File: src/adc_cfg.svh
// Timing counts, widths and reset values for the converter control block
`ifndef ADC_CFG_SVH
`define ADC_CFG_SVH

// Clock rate in MHz
`define ADC_CLK_MHZ        250
// Power-up pulse length in ns, and its count in cycles, rounded down
`define ADC_POWERUP_NS     1500
`define ADC_POWERUP_CYCLES ((`ADC_POWERUP_NS * `ADC_CLK_MHZ) / 1000)
// Conversion time in ns, and its count in cycles, rounded down
`define ADC_CONV_NS        2300
`define ADC_CONV_CYCLES    ((`ADC_CONV_NS * `ADC_CLK_MHZ) / 1000)
// Result and bus widths
`define ADC_RESULT_BITS    10
`define ADC_BYTE_BITS      8
`define ADC_LSB_BITS       2
// Cycles given to each successive approximation decision
`define ADC_BIT_CYCLES     (`ADC_CONV_CYCLES / `ADC_RESULT_BITS)
// Counter widths
`define ADC_CNT_BITS       10
`define ADC_IDX_BITS       4
// Reset values
`define ADC_RESULT_RST     10'h000
`define ADC_TRIAL_RST      10'h000
`define ADC_BYTE_RST       8'h00
// Pin levels assumed during reset: start low, chip select and read high
`define ADC_PIN_RST        3'b110

`endif

File: src/adc_pkg.sv
// Types shared by the converter control block, its checker, the far side model and the bench
package adc_pkg;

  // Control sequence of the converter
  typedef enum logic [1:0] {
    st_off     = 2'b00,
    st_ready   = 2'b01,
    st_convert = 2'b10
  } conv_state_type;

  // Host side pins, in the order chip_select_n, read_n, start_conversion_n
  typedef struct packed {
    logic chip_select_n;
    logic read_n;
    logic start_conversion_n;
  } host_pins_type;

  // Three-state data bus, split into value and output enable
  typedef struct packed {
    logic [7:0] data;
    logic       oe;
  } data_bus_type;

endpackage

File: src/pin_sync.sv
// Three-stage pin synchroniser with agreement filter and edge pulses
module pin_sync #(
  parameter int         WIDTH     = 3,
  parameter logic [2:0] RST_LEVEL = 3'b110
) (
  input  wire logic             clk,
  input  wire logic             nrst,
  input  wire logic [WIDTH-1:0] pin,
  output logic      [WIDTH-1:0] level,
  output logic      [WIDTH-1:0] rise,
  output logic      [WIDTH-1:0] fall
);

  genvar i;

  ////////////////////////////////////////////////////////////////////////////
  // One chain per pin; only the second and third stages are compared
  generate
    for (i = 0; i < WIDTH; i = i + 1) begin : g_bit
      logic s1_q;
      logic s2_q;
      logic s3_q;
      wire  agree = (s2_q == s3_q);
      wire  lvl_d = agree ? s3_q : level[i];

      // Chain and filtered level; first stage feeds only the second
      always_ff @(posedge clk or negedge nrst) begin
        if (!nrst) begin
          s1_q     <= RST_LEVEL[i];
          s2_q     <= RST_LEVEL[i];
          s3_q     <= RST_LEVEL[i];
          level[i] <= RST_LEVEL[i];
          rise[i]  <= 1'b0;
          fall[i]  <= 1'b0;
        end else begin
          s1_q     <= pin[i];
          s2_q     <= s1_q;
          s3_q     <= s2_q;
          level[i] <= lvl_d;
          rise[i]  <= lvl_d & ~level[i];
          fall[i]  <= ~lvl_d & level[i];
        end
      end
    end
  endgenerate

endmodule // pin_sync

File: src/adc_convert_start_and_read_port.sv
// Start, busy, power-down, successive approximation and byte read control
`include "adc_cfg.svh"

module adc_convert_start_and_read_port (
  input  wire logic                   clk,
  input  wire logic                   nrst,
  input  wire adc_pkg::host_pins_type host_pins,
  input  wire logic                   comparator_high,
  output adc_pkg::data_bus_type       data_bus_lines,
  output logic                        busy,
  output logic                        power_enable,
  output logic                        auto_powerdown_mode,
  output logic                        sample_hold,
  output logic [9:0]                  trial_code
);

  ////////////////////////////////////////////////////////////////////////////
  // Constants sized to the counters they meet
  localparam logic [9:0] POWERUP_CYCLES = 10'(`ADC_POWERUP_CYCLES);
  localparam logic [9:0] BIT_CYCLES     = 10'(`ADC_BIT_CYCLES);
  localparam logic [3:0] TOP_BIT        = 4'(`ADC_RESULT_BITS - 1);
  localparam int         PIN_CS         = 2;
  localparam int         PIN_RD         = 1;
  localparam int         PIN_START      = 0;

  ////////////////////////////////////////////////////////////////////////////
  // Pin synchronisation
  logic [2:0] pin_level;
  logic [2:0] pin_rise;
  logic [2:0] pin_fall;

  // All three host pins are asynchronous to clk
  pin_sync #(
    .WIDTH     (3),
    .RST_LEVEL (`ADC_PIN_RST)
  ) u_pin_sync (
    .clk   (clk),
    .nrst  (nrst),
    .pin   (host_pins),
    .level (pin_level),
    .rise  (pin_rise),
    .fall  (pin_fall)
  );

  wire start_level = pin_level[PIN_START];
  wire start_rise  = pin_rise[PIN_START];
  wire start_fall  = pin_fall[PIN_START];
  wire cs_active   = ~pin_level[PIN_CS];
  wire rd_active   = ~pin_level[PIN_RD];

  ////////////////////////////////////////////////////////////////////////////
  // State and storage
  adc_pkg::conv_state_type state_q;
  adc_pkg::conv_state_type state_d;
  logic [9:0]              pulse_cnt_q;
  logic [9:0]              pulse_cnt_d;
  logic                    pulse_q;
  logic                    pulse_d;
  logic [9:0]              step_cnt_q;
  logic [9:0]              step_cnt_d;
  logic [3:0]              bit_idx_q;
  logic [3:0]              bit_idx_d;
  logic [9:0]              sar_q;
  logic [9:0]              sar_d;
  logic [9:0]              result_q;
  logic [9:0]              result_d;
  logic                    lsb_next_q;
  logic                    lsb_next_d;
  logic                    read_q;
  logic                    auto_pd_q;
  logic                    auto_pd_d;
  logic                    power_q;
  logic                    power_d;

  ////////////////////////////////////////////////////////////////////////////
  // Power-up pulse, retriggered by every rising start edge
  wire pulse_last = pulse_q && (pulse_cnt_q == POWERUP_CYCLES - 10'h001);

  always_comb begin
    pulse_d     = pulse_q;
    pulse_cnt_d = pulse_cnt_q;
    if (start_rise) begin
      pulse_d     = 1'b1;
      pulse_cnt_d = 10'h000;
    end else if (pulse_last) begin
      pulse_d     = 1'b0;
      pulse_cnt_d = 10'h000;
    end else if (pulse_q) begin
      pulse_cnt_d = pulse_cnt_q + 10'h001;
    end
  end

  ////////////////////////////////////////////////////////////////////////////
  // Conversion decode
  // Falling edge is honoured only once the pulse has gone low
  wire start_ok   = start_fall && !pulse_q && power_q
                    && (state_q == adc_pkg::st_ready);
  wire step_done  = (state_q == adc_pkg::st_convert)
                    && (step_cnt_q == BIT_CYCLES - 10'h001);
  wire last_bit   = (bit_idx_q == 4'h0);
  wire conv_end   = step_done && last_bit;

  // Trial code: bits decided so far plus the bit under test
  wire [9:0] test_bit  = 10'h001 << bit_idx_q;
  wire [9:0] trial_now = sar_q | test_bit;
  // Straight binary: keep the bit if input is at or above the trial level
  wire [9:0] sar_keep  = comparator_high ? trial_now : sar_q;
  // Next trial follows the next bit index, so it stands for a whole bit time
  wire [9:0] trial_d   = (state_d == adc_pkg::st_convert)
                         ? (sar_d | (10'h001 << bit_idx_d))
                         : `ADC_TRIAL_RST;

  ////////////////////////////////////////////////////////////////////////////
  // Conversion sequence and power control
  always_comb begin
    state_d    = state_q;
    step_cnt_d = step_cnt_q;
    bit_idx_d  = bit_idx_q;
    sar_d      = sar_q;
    result_d   = result_q;
    auto_pd_d  = auto_pd_q;
    power_d    = power_q;
    case (state_q)
      adc_pkg::st_off: begin
        // Asleep until the pulse has let the analog core settle
        if (pulse_last) begin
          power_d = 1'b1;
          state_d = adc_pkg::st_ready;
        end
      end
      adc_pkg::st_ready: begin
        if (start_ok) begin
          state_d    = adc_pkg::st_convert;
          step_cnt_d = 10'h000;
          bit_idx_d  = TOP_BIT;
          sar_d      = `ADC_RESULT_RST;
        end
      end
      adc_pkg::st_convert: begin
        if (step_done) begin
          sar_d      = sar_keep;
          step_cnt_d = 10'h000;
          bit_idx_d  = bit_idx_q - 4'h1;
        end else begin
          step_cnt_d = step_cnt_q + 10'h001;
        end
        if (conv_end) begin
          result_d  = sar_keep;
          auto_pd_d = ~start_level;
          if (!start_level) begin
            // Low start pin at the end means sleep until next pulse
            power_d = 1'b0;
            state_d = adc_pkg::st_off;
          end else begin
            state_d = adc_pkg::st_ready;
          end
        end
      end
      default: begin
        state_d = adc_pkg::st_off;
        power_d = 1'b0;
      end
    endcase
  end

  ////////////////////////////////////////////////////////////////////////////
  // Read port decode
  // Output enable needs chip select and read together
  wire       read_d    = cs_active && rd_active;
  wire       read_done = read_q && !read_d;
  wire [7:0] msb_byte  = result_q[9:2];
  wire [7:0] lsb_byte  = {6'h00, result_q[1:0]};
  wire [7:0] byte_sel  = lsb_next_q ? lsb_byte : msb_byte;
  // A fresh result always restarts at the MSB byte, even mid-read
  wire       lsb_flip  = read_done ? ~lsb_next_q : lsb_next_q;
  wire       busy_d    = (state_d == adc_pkg::st_convert);

  always_comb begin
    lsb_next_d = lsb_flip;
    if (conv_end) begin
      lsb_next_d = 1'b0;
    end
  end

  ////////////////////////////////////////////////////////////////////////////
  // Pulse registers
  always_ff @(posedge clk or negedge nrst) begin
    if (!nrst) begin
      pulse_q     <= 1'b0;
      pulse_cnt_q <= 10'h000;
    end else begin
      pulse_q     <= pulse_d;
      pulse_cnt_q <= pulse_cnt_d;
    end
  end

  // Conversion registers
  always_ff @(posedge clk or negedge nrst) begin
    if (!nrst) begin
      state_q    <= adc_pkg::st_off;
      step_cnt_q <= 10'h000;
      bit_idx_q  <= 4'h0;
      sar_q      <= `ADC_RESULT_RST;
      result_q   <= `ADC_RESULT_RST;
      auto_pd_q  <= 1'b0;
      power_q    <= 1'b0;
    end else begin
      state_q    <= state_d;
      step_cnt_q <= step_cnt_d;
      bit_idx_q  <= bit_idx_d;
      sar_q      <= sar_d;
      result_q   <= result_d;
      auto_pd_q  <= auto_pd_d;
      power_q    <= power_d;
    end
  end

  // Output registers; bus released at reset
  always_ff @(posedge clk or negedge nrst) begin
    if (!nrst) begin
      read_q              <= 1'b0;
      lsb_next_q          <= 1'b0;
      data_bus_lines.oe   <= 1'b0;
      data_bus_lines.data <= `ADC_BYTE_RST;
      busy                <= 1'b0;
      sample_hold         <= 1'b0;
      trial_code          <= `ADC_TRIAL_RST;
      power_enable        <= 1'b0;
      auto_powerdown_mode <= 1'b0;
    end else begin
      read_q              <= read_d;
      lsb_next_q          <= lsb_next_d;
      data_bus_lines.oe   <= read_d;
      data_bus_lines.data <= read_d ? byte_sel : `ADC_BYTE_RST;
      busy                <= busy_d;
      sample_hold         <= busy_d;
      trial_code          <= trial_d;
      power_enable        <= power_d;
      auto_powerdown_mode <= auto_pd_d;
    end
  end

endmodule // adc_convert_start_and_read_port

File: config.mk
export PLATFORM = sky130hd
export DESIGN_NAME = adc_convert_start_and_read_port
export DESIGN_NICKNAME = d
export VERILOG_FILES = /design/src/adc_pkg.sv /design/src/pin_sync.sv /design/src/adc_convert_start_and_read_port.sv
export VERILOG_INCLUDE_DIRS = /design/src
export SDC_FILE = /design/constraint.sdc
export NUM_CORES = 1
export LEC_CHECK = 0
export BUFFER_PORTS_ARGS = -buffer_cell sky130_fd_sc_hd__buf_2
export CORE_MARGIN = 3
export CORE_UTILIZATION = 50
export DETAILED_ROUTE_END_ITERATION = 8
export PLACE_DENSITY_LB_ADDON = 0.3
export SLEW_MARGIN = 20
export SYNTH_ARGS = -nofsm -noshare
export SYNTH_HDL_FRONTEND = slang
export SYNTH_SLANG_ARGS = --single-unit
File: constraint.sdc
create_clock -name clk -period 2.93 [get_ports clk]
set_clock_uncertainty 0.05 [all_clocks]
set_input_delay 0.1465 -clock clk [delete_from_list [all_inputs] [get_ports clk]]
set_output_delay 0.1465 -clock clk [all_outputs]
set_load 0.05 [all_outputs]
==> results of run 1 <==
==> state kept, by name, summed over array words and instances, names as in the netlist, 2 cells and up <==
name / count
step_cnt_q: 10
bit_idx_q: 4
result_q: 10
sar_q: 10
u_pin_sync.level: 3
pulse_cnt_q: 10
trial_code: 10
u_pin_sync.g_bit.s3_q: 3
u_pin_sync.g_bit.s1_q: 3
u_pin_sync.g_bit.s2_q: 3
data_bus_lines: 8
state_q: 2
==> critical path, cell delays in order (launching register included) <==
cell and delay [ps]:
dfrtp_1 430, inv_1 130, ha_1 230, buf_4 250
nand2_1 180, or2_2 310, o211ai_1 460, a21boi_2 310
a21oi_1 90, nor2_1 110
==> report_power, final <==
group          switching, mW  total (mW)  internal, mW
registers             0.0620        1.30          1.23
logic                  0.152       0.234        0.0823
clock network          0.426       0.850         0.424
==> cell type report <==
| type | instances | area share (%) |
|---|---|---|
| sequential | 84 | 48.3 |
| multi-input combinational | 256 | 38.0 |
| clock buffer | 10 | 3.15 |
| tap | 99 | 2.83 |
| inverter | 15 | 1.29 |
| timing repair buffer | 35 | 4.78 |
| clock inverter | 6 | 1.63 |
==> cells by family (layout without fill, tap and decap cells) <==
group                    after synthesis  after routing  share of synthesized area (%)
flip-flops                            84             84                           54.1
AND/OR/NAND/NOR                      129            129                           18.2
multiplexers                           4              4                           1.09
adder cells (fa/ha/maj)               15             15                           4.68
buffers and inverters                 28             66                           3.27
AO/OA/AOI/OAI                        106            106                           18.2
XOR/XNOR                               2              2                          0.449
==> metal layers <==
layer  track usage [%]  share of wire (%)  vias up
met5                 0                  0        -
met2              27.7                 45       85
met3              3.75                5.4       10
li1                  -                  -     1384
met4              6.86                1.5        0
met1              27.0                 48     1351
==> worst min-delay path by stage <==
stage / slack, ps / cells past startpoint / endpoint / from
6_report: 100 / 3 / result_q[0]$_DFFE_PN0P_ / comparator_high
5_1_grt: 120 / 3 / result_q[0]$_DFFE_PN0P_ / comparator_high
4_1_cts: 70 / 3 / result_q[0]$_DFFE_PN0P_ / comparator_high
3_5_place_dp: 200 / 1 / u_pin_sync.g_bit[2].s1_q$_DFF_PN1_ / host_pins[2]
3_3_place_gp: 200 / 1 / u_pin_sync.g_bit[2].s1_q$_DFF_PN1_ / host_pins[2]
2_1_floorplan: -200 / 0 / auto_powerdown_mode$_DFFE_PN0P_ / nrst
==> cells in the final DEF, fill, tap and decap left out, types with 9 or more instances in the layout <==
master    synthesis  routed
nand2_1          29      29
and3_1            9       9
dfrtp_1          76      76
a31oi_1          10      10
clkbuf_8          0      10
nor2_1           34      34
nand3_1          12      12
a21oi_1          25      25
o21ai_0          40      40
buf_2             0      27
ha_1             13      13
and2_1            9       9
inv_1            15      15
==> timing repair <==
item,CTS,global route
setup endpoints to repair,0,0
endpoints found under the hold margin,79,0
hold buffers,4,0
==> through the flow <==
stage                     area [um2]  util (%)  std cells  hold WS (ps)
after CTS                       4370      59.0        505          73.2
after global placement          4120      55.6        485           202
after detailed placement        4120      55.6        485           205
after global routing            4370      59.0        505           125
after floorplan                 3900         -        368          -199
final                           4370      59.0        505          95.0
==> results.cfg, run 1 <==
[pwr]
peakVddDrop_v = 0.000269
powerDensity_mw_per_mm2 = 544
power_mw = 2.38
p_leak_nw = 2.02

[critical_path]
cp-startpoint = state_q[0]$_DFF_PN0_
critPathMaxFanout = 13
r2r_start = state_q[0]$_DFF_PN0_
start_kind = flip-flop
rr_worst_depth = 9
end_kind = flip-flop
reg2reg_slack_ps = 300
crit_path_end = trial_code[3]$_DFF_PN0_
setup.worst_path.class = flip-flop to flip-flop
arrival_ps = 2860
r2r_end = trial_code[3]$_DFF_PN0_
required_ps = 3170

[yosys]
ys_async_sr_fraction_pct = 100
synthesis.area_mm2 = 0.00390
ys_ff_latch = 84
synth_warnings = 0
syn-num-nets = 387
netlist_top_cells_count = dfrtp_1, o21ai_0, nor2_1, nand2_1, a21oi_1
ys_types = 62
yosysMostFrequentCell = dfrtp_1
synth_edf_count = 0
netlist_instances = 368
yosys.area.top_type = dfrtp_1
avgSynthCellArea_um2 = 10.6
synth.top_cells.by_area = dfrtp_1, dfstp_2, o21ai_0
synth_top_area_share_pct = 48.7
ys.flop_type = dfrtp_1
ys_seq_area_share_pct = 54.1

[floorplanning]
fp-row-count = 31
fp.dieW_um = 94.4
die-area_mm2 = 0.00890
die_y_um = 94.4
io_pins = 29
start_util_pct = 52.7
core_mm2 = 0.00741

[clocking]
clk_pin_slew_ps = 90
clk_path_buf_depth = 2
clock_latency_ps = 360
cts_tree = yes
cts_sinks = 84
root_buffer = clkbuf_8
post_cts_buffers = 0
htreeDepth = 3
cts_inserted_buffers = 9
post_cts_resized = 0

[finish]
num-fill-cells = 616
num-nets-final = 420
area_delta_synth_final_pct = 12.1
drive_gt1_share_pct = 18.0
multi_input_area_mm2 = 0.00166
diodes = 0
seq_area_mm2 = 0.00211

[timing]
hold_viol = 0
setup_viol = 0
max_clock_freq_ghz = 0.380
min_period_ps = 2630
fin_setup_tns_ps = 0
fin_ws_ps = 301
fin_crit_sh_pct = 89.7
rsz0062_at_grt = false
worst_pin_slew_ps = 744
max_slew_margin_pct = 50.4
drv_slew = 0

[route]
drc = 0
initialDrtViolationCount = 265
vias_per_cell = 5.60
first_pass_iters = 6
vias = 2830
antenna_left = 0
post_drt_wl_per_cell_um = 15.1
wl_mm = 7.61

[placed_design]
port_buffers = 28
pre_cts_ws_ps = 367
dp_hpwl_mm = 5.26
gp_congestion = 0.852

[worst_hold_path]
hold_class = input port to flip-flop

[global_routing]
grt_overflow = 0
grt_pass1_wl_mm = 12.9
grt_pass1_vias = 2643
grt_max_degree = 85
antenna_found_initial = 0
grt_usage_pct = 18.6

[flow_run]
max_cap_viol_count = 0

[run_status]
status = finished, final reports clean
No activity file was read; power rests on OpenSTA's default activity.
==> inputs of run 2 (changes only) <==
--- a/config.mk
+++ b/config.mk
@@ -7,7 +7,7 @@
 export NUM_CORES = 1
 export LEC_CHECK = 0
 export BUFFER_PORTS_ARGS = -buffer_cell sky130_fd_sc_hd__buf_2
-export CORE_MARGIN = 3
+export CORE_MARGIN = 2
 export CORE_UTILIZATION = 50
 export DETAILED_ROUTE_END_ITERATION = 8
 export PLACE_DENSITY_LB_ADDON = 0.3
==> run 2 against run 1 <==
Worst setup slack better by 68 ps. Die area fell by 4.2%. Non-clock buffer count unchanged. Register-to-register slack better by 70 ps. Critical endpoint is now trial_code[9]$_DFF_PN0_. Combinational power barely moved. Largest power group unchanged. Final cell count grew 0.59%. Global-route usage is 0.31 points higher. Maximum frequency increased by 2.7%. Utilization is 1.6 points lower. Total power rose by 2.5%.
==> results.cfg, run 2 (synthesis gave the netlist of run 1 again) <==
[pwr]
peakVddDrop_v = 0.000260
powerDensity_mw_per_mm2 = 556
swShare_pct = 26.3
p_leak_nw = 2.03
p_comb_share_pct = 9.4
seqPwrFrac_pct = 53.0
power_mw = 2.44
p_int_mw = 1.80
clockPowerShare_pct = 37.6
switchingPower_mw = 0.641

[finish]
layoutNonFillerInstCount = 508
mostFrequentLayoutCell = dfrtp_1
num-nets-final = 420
final_cell_mix = dfrtp_1, o21ai_0, nor2_1
num-fill-cells = 674
diodes = 0
area_delta_synth_final_pct = 12.5
final_area_mm2 = 0.00439
drive_gt1_share_pct = 18.0
seq_area_mm2 = 0.00211
fin_util_pct = 57.4
multi_input_area_mm2 = 0.00166

[floorplanning]
core_mm2 = 0.00765
start_util_pct = 51.0
fp.dieW_um = 92.4
io_pins = 29
fp-row-count = 32
die_y_um = 92.4
die-area_mm2 = 0.00853

[worst_hold_path]
hold_class = input port to flip-flop
min_to = result_q[0]$_DFFE_PN0P_
whs_path_depth = 3
hp-start = comparator_high

[flow_run]
max_cap_viol_count = 0

[timing]
fin_crit_sh_pct = 87.4
worst_pin_slew_ps = 746
max_slew_margin_pct = 50.3
setup_viol = 0
max_clock_freq_ghz = 0.391
rsz0062_at_grt = false
fin_setup_tns_ps = 0
min_period_ps = 2560
hold_viol = 0
drv_slew = 0

[placed_design]
gp_congestion = 0.856
dpl_cell_area_mm2 = 0.00413
dp_hpwl_mm = 5.25
port_buffers = 28
dp_cells = 488

[critical_path]
cp.buffers_inverters = 2
crit_top_cell = nand2_1
required_ps = 3180
r2r_end = trial_code[9]$_DFF_PN0_
critPathMaxFanout = 25
crit_family = simple AND/OR/NAND/NOR gates
r2r_start = bit_idx_q[0]$_DFF_PN0_
end_kind = flip-flop
crit_chain = inv_1 -> ha_1 -> nor3b_1 -> nand4_2 -> buf_4 -> nand2_1 -> a221oi_1 -> nand2_1 -> o21ba_1
setup.worst_path.class = flip-flop to flip-flop
start_kind = flip-flop
critical-path-max-stage-delay_ps = 470
reg2reg_slack_ps = 370
crit_slowest_cell = dfrtp_1
rr_worst_depth = 9
arrival_ps = 2820

[clocking]
cts_inserted_buffers = 9
clk_pin_slew_ps = 90
cts_tree = yes
post_cts_resized = 0
post_cts_buffers = 0
clk_path_buf_depth = 2
clock_latency_ps = 360
root_buffer = clkbuf_8
cts_sinks = 84
htreeDepth = 3

[route]
route.met2.wl_mm = 3.36
drc = 0
antenna_left = 0
wl_met3_um = 413
vias = 2825
post_drt_wl_per_cell_um = 14.7
first_pass_iters = 5
wl_met1_mm = 3.61
wl_mm = 7.47
initialDrtViolationCount = 169
highest_layer = met4
vias_per_cell = 5.56

[global_routing]
antenna_found_initial = 0
grt_usage_pct = 18.9
grt_max_degree = 85
grt_overflow = 0
grt_pass1_wl_mm = 12.7
grt_pass1_vias = 2630

[run_status]
status = finished, final reports clean
## run 2: cell types whose count changed in the layout (fill, tap and decap cells not counted), sizes merged
cell    before  now
clkbuf      10    9
bufinv       1    2
## run 2: final cells by class
| class | count | share of cell area, % |
|---|---|---|
| clock inverters | 7 | 2.25 |
| multi-input cells | 256 | 37.9 |
| repair buffers | 35 | 4.76 |
| clock buffers | 9 | 2.82 |
| inverters | 15 | 1.28 |
| well taps | 102 | 2.91 |
| flip-flops and latches | 84 | 48.1 |
## run 2: tightest hold or removal path: cells and delay by family
family | cells | cell delay, ps
compound gates | 2 | 210
buf+inv | 1 | 130
## run 2: per-stage QoR
| step | setup WS [ps] | hold slack (ps) |
|---|---|---|
| after global routing | 164 | 110 |
| after floorplan | 586 | -199 |
| final | 369 | 96.5 |
| after detailed placement | 339 | 203 |
| after global placement | 381 | 201 |
| after CTS | 337 | 85.6 |
## run 2: timing repair
action,4_1_cts,5_1_grt
endpoints found under the hold margin,79,0
endpoints found under the setup margin,0,0
hold buffers,4,0
## run 2: routing by layer
layer  track usage [%]  vias up
met5                 0        -
met4              6.09        0
met3              5.04        9
met2              26.5       66
met1              28.6     1373
li1                  -     1377
## run 2: how the worst max path moves through the flow
stage,from,to,slack (ps),depth (start not counted)
2_1_floorplan,state_q[0]$_DFF_PN0_,trial_code[9]$_DFF_PN0_,590,8
4_1_cts,bit_idx_q[0]$_DFF_PN0_,trial_code[9]$_DFF_PN0_,340,9
3_5_place_dp,bit_idx_q[0]$_DFF_PN0_,trial_code[9]$_DFF_PN0_,340,9
3_3_place_gp,bit_idx_q[0]$_DFF_PN0_,trial_code[8]$_DFF_PN0_,380,9
6_report,bit_idx_q[0]$_DFF_PN0_,trial_code[9]$_DFF_PN0_,370,9
5_1_grt,bit_idx_q[0]$_DFF_PN0_,trial_code[8]$_DFF_PN0_,160,9
## run 2: power groups by stage
stage / logic [mW] / registers, mW / clock network [mW]
floorplan: 0.103 / 1.37 / 0
global placement: 0.223 / 1.31 / 0
detailed placement: 0.229 / 1.32 / 0
CTS: 0.235 / 1.29 / 0.936
global route: 0.254 / 1.31 / 0.982
finish: 0.231 / 1.29 / 0.917
==> inputs of run 3 (changes only) <==
--- a/config.mk
+++ b/config.mk
@@ -11,6 +11,7 @@
 export CORE_UTILIZATION = 50
 export DETAILED_ROUTE_END_ITERATION = 8
 export PLACE_DENSITY_LB_ADDON = 0.3
+export RECOVER_POWER = 25
 export SLEW_MARGIN = 20
 export SYNTH_ARGS = -nofsm -noshare
 export SYNTH_HDL_FRONTEND = slang
==> run 3 against run 2 <==
Maximum frequency decreased by 0.38%. Non-clock buffer count unchanged. Worst setup slack got worse by 9.8 ps. Design area decreased by 0.14%. Global-route usage unchanged. Critical endpoint unchanged. Total power about the same. Via count increased by 0.35%. The flow now finishes with violations (max-capacitance violations, max-slew violations). Register-to-register slack about the same. Critical path depth unchanged.
==> results.cfg, run 3 (synthesis gave the netlist of run 1 again) <==
[timing]
min_period_ps = 2570
fin_ws_ps = 359
fin_crit_sh_pct = 87.7
setup_viol = 0
max_clock_freq_ghz = 0.389
rsz0062_at_grt = false
drv_slew = 85
worst_pin_slew_ps = 2010
hold_viol = 0
fin_setup_tns_ps = 0
max_slew_margin_pct = -34.1
hold_ws_ps = 98.8

[global_routing]
grt_pass1_wl_mm = 12.7
grt_max_degree = 85
grt_pass1_vias = 2630
grt_overflow = 0
grt_usage_pct = 18.9
antenna_found_initial = 0

[floorplanning]
die_y_um = 92.4
fp-row-count = 32
die-area_mm2 = 0.00853
io_pins = 29
core_mm2 = 0.00765
start_util_pct = 51.0
fp.dieW_um = 92.4

[placed_design]
dp_cells = 488
gp_congestion = 0.856
port_buffers = 28
pre_cts_ws_ps = 339
dp_hpwl_mm = 5.25

[clocking]
post_cts_buffers = 0
htreeDepth = 3
clock_latency_ps = 360
cts_tree = yes
clk_pin_slew_ps = 90
clk_path_buf_depth = 2
root_buffer = clkbuf_8
cts_inserted_buffers = 9
cts_sinks = 84

[route]
first_pass_iters = 4
antenna_left = 0
wl_mm = 7.53
drc = 0
initialDrtViolationCount = 169
vias = 2835
post_drt_wl_per_cell_um = 14.8
vias_per_cell = 5.58

[critical_path]
crit_chain = inv_1 -> ha_1 -> nor3b_1 -> nand4_2 -> buf_4 -> nand2_1 -> a221oi_1 -> nand2_1 -> o21ba_1
critPathMaxFanout = 25
crit_slowest_cell = dfrtp_1
r2r_end = trial_code[9]$_DFF_PN0_
start_kind = flip-flop
rr_worst_depth = 9
setup.worst_path.class = flip-flop to flip-flop
reg2reg_slack_ps = 360
required_ps = 3180
arrival_ps = 2830
end_kind = flip-flop
r2r_start = bit_idx_q[0]$_DFF_PN0_
crit_top_cell = nand2_1
critical-path-max-stage-delay_ps = 470

[finish]
final_cell_mix = dfrtp_1, o21ai_0, nor2_1
mostFrequentLayoutCell = dfrtp_1
num-nets-final = 420
num-fill-cells = 673
drive_gt1_share_pct = 17.0
multi_input_area_mm2 = 0.00166
layoutNonFillerInstCount = 508
area_delta_synth_final_pct = 12.3
seq_area_mm2 = 0.00211
diodes = 0

[run_status]
status = finished with violations
violations = max-capacitance violations, max-slew violations

[pwr]
p_comb_share_pct = 9.4
p_leak_nw = 2.02
seqPwrFrac_pct = 53.0
switchingPower_mw = 0.641
powerDensity_mw_per_mm2 = 556
p_int_mw = 1.80
peakVddDrop_v = 0.000260
clockPowerShare_pct = 37.6
swShare_pct = 26.3

[worst_hold_path]
min_to = result_q[0]$_DFFE_PN0P_
hold_class = input port to flip-flop
hp-start = comparator_high
whs_path_depth = 3

[flow_run]
max_cap_viol_count = 1
==> run 3: what timing repair did <==
item                                   CTS  global route
hold buffers                             4             0
endpoints found under the hold margin   79             0
resized for setup                        0             0
==> run 3: worst max-delay path, delay by kind of cell, from the launching register on <==
| family | cells | cell delay (ps) |
|---|---|---|
| buffers and inverters | 2 | 380 |
| flip-flops | 1 | 470 |
| AND/OR/NAND/NOR | 4 | 680 |
| AO/OA/AOI/OAI | 2 | 650 |
| adder cells (fa/ha/maj) | 1 | 280 |
==> run 3: cell type report <==
type	count	share of cell area (%)
multi-input combinational	256	37.9
timing repair buffer	35	4.62
sequential	84	48.2
clock buffer	9	2.82
inverter	15	1.28
clock inverter	7	2.25
tap	102	2.91
==> run 3: power groups by stage <==
stage / Clock [mW] / Combinational [mW] / Sequential [mW]
finish: 0.917 / 0.230 / 1.29
CTS: 0.936 / 0.235 / 1.29
global route: 0.982 / 0.253 / 1.31
floorplan: 0 / 0.103 / 1.37
global placement: 0 / 0.223 / 1.31
detailed placement: 0 / 0.229 / 1.32
==> run 3: layer usage <==
layer	vias to the layer above	track usage [%]	wire length, um
met5	-	0	0
met4	0	6.09	92
met1	1369	28.6	3640
met2	80	26.5	3360
met3	9	5.04	440
li1	1377	-	-
==> run 3: worst max-delay path by stage <==
stage	from	to	slack, ps	cells past startpoint
detailed placement	bit_idx_q[0]$_DFF_PN0_	trial_code[9]$_DFF_PN0_	340	9
global placement	bit_idx_q[0]$_DFF_PN0_	trial_code[8]$_DFF_PN0_	380	9
global route	bit_idx_q[0]$_DFF_PN0_	trial_code[8]$_DFF_PN0_	160	9
floorplan	state_q[0]$_DFF_PN0_	trial_code[9]$_DFF_PN0_	590	8
CTS	bit_idx_q[0]$_DFF_PN0_	trial_code[9]$_DFF_PN0_	340	9
finish	bit_idx_q[0]$_DFF_PN0_	trial_code[9]$_DFF_PN0_	360	9
==> run 3: metrics by stage <==
step                power, mW  utilization [%]  instance area, um2
floorplan                1.47                -                3900
global placement         1.54             53.9                4130
detailed placement       1.55             53.9                4130
CTS                      2.47             57.4                4390
global route             2.54             57.3                4390
finish                   2.44             57.3                4390
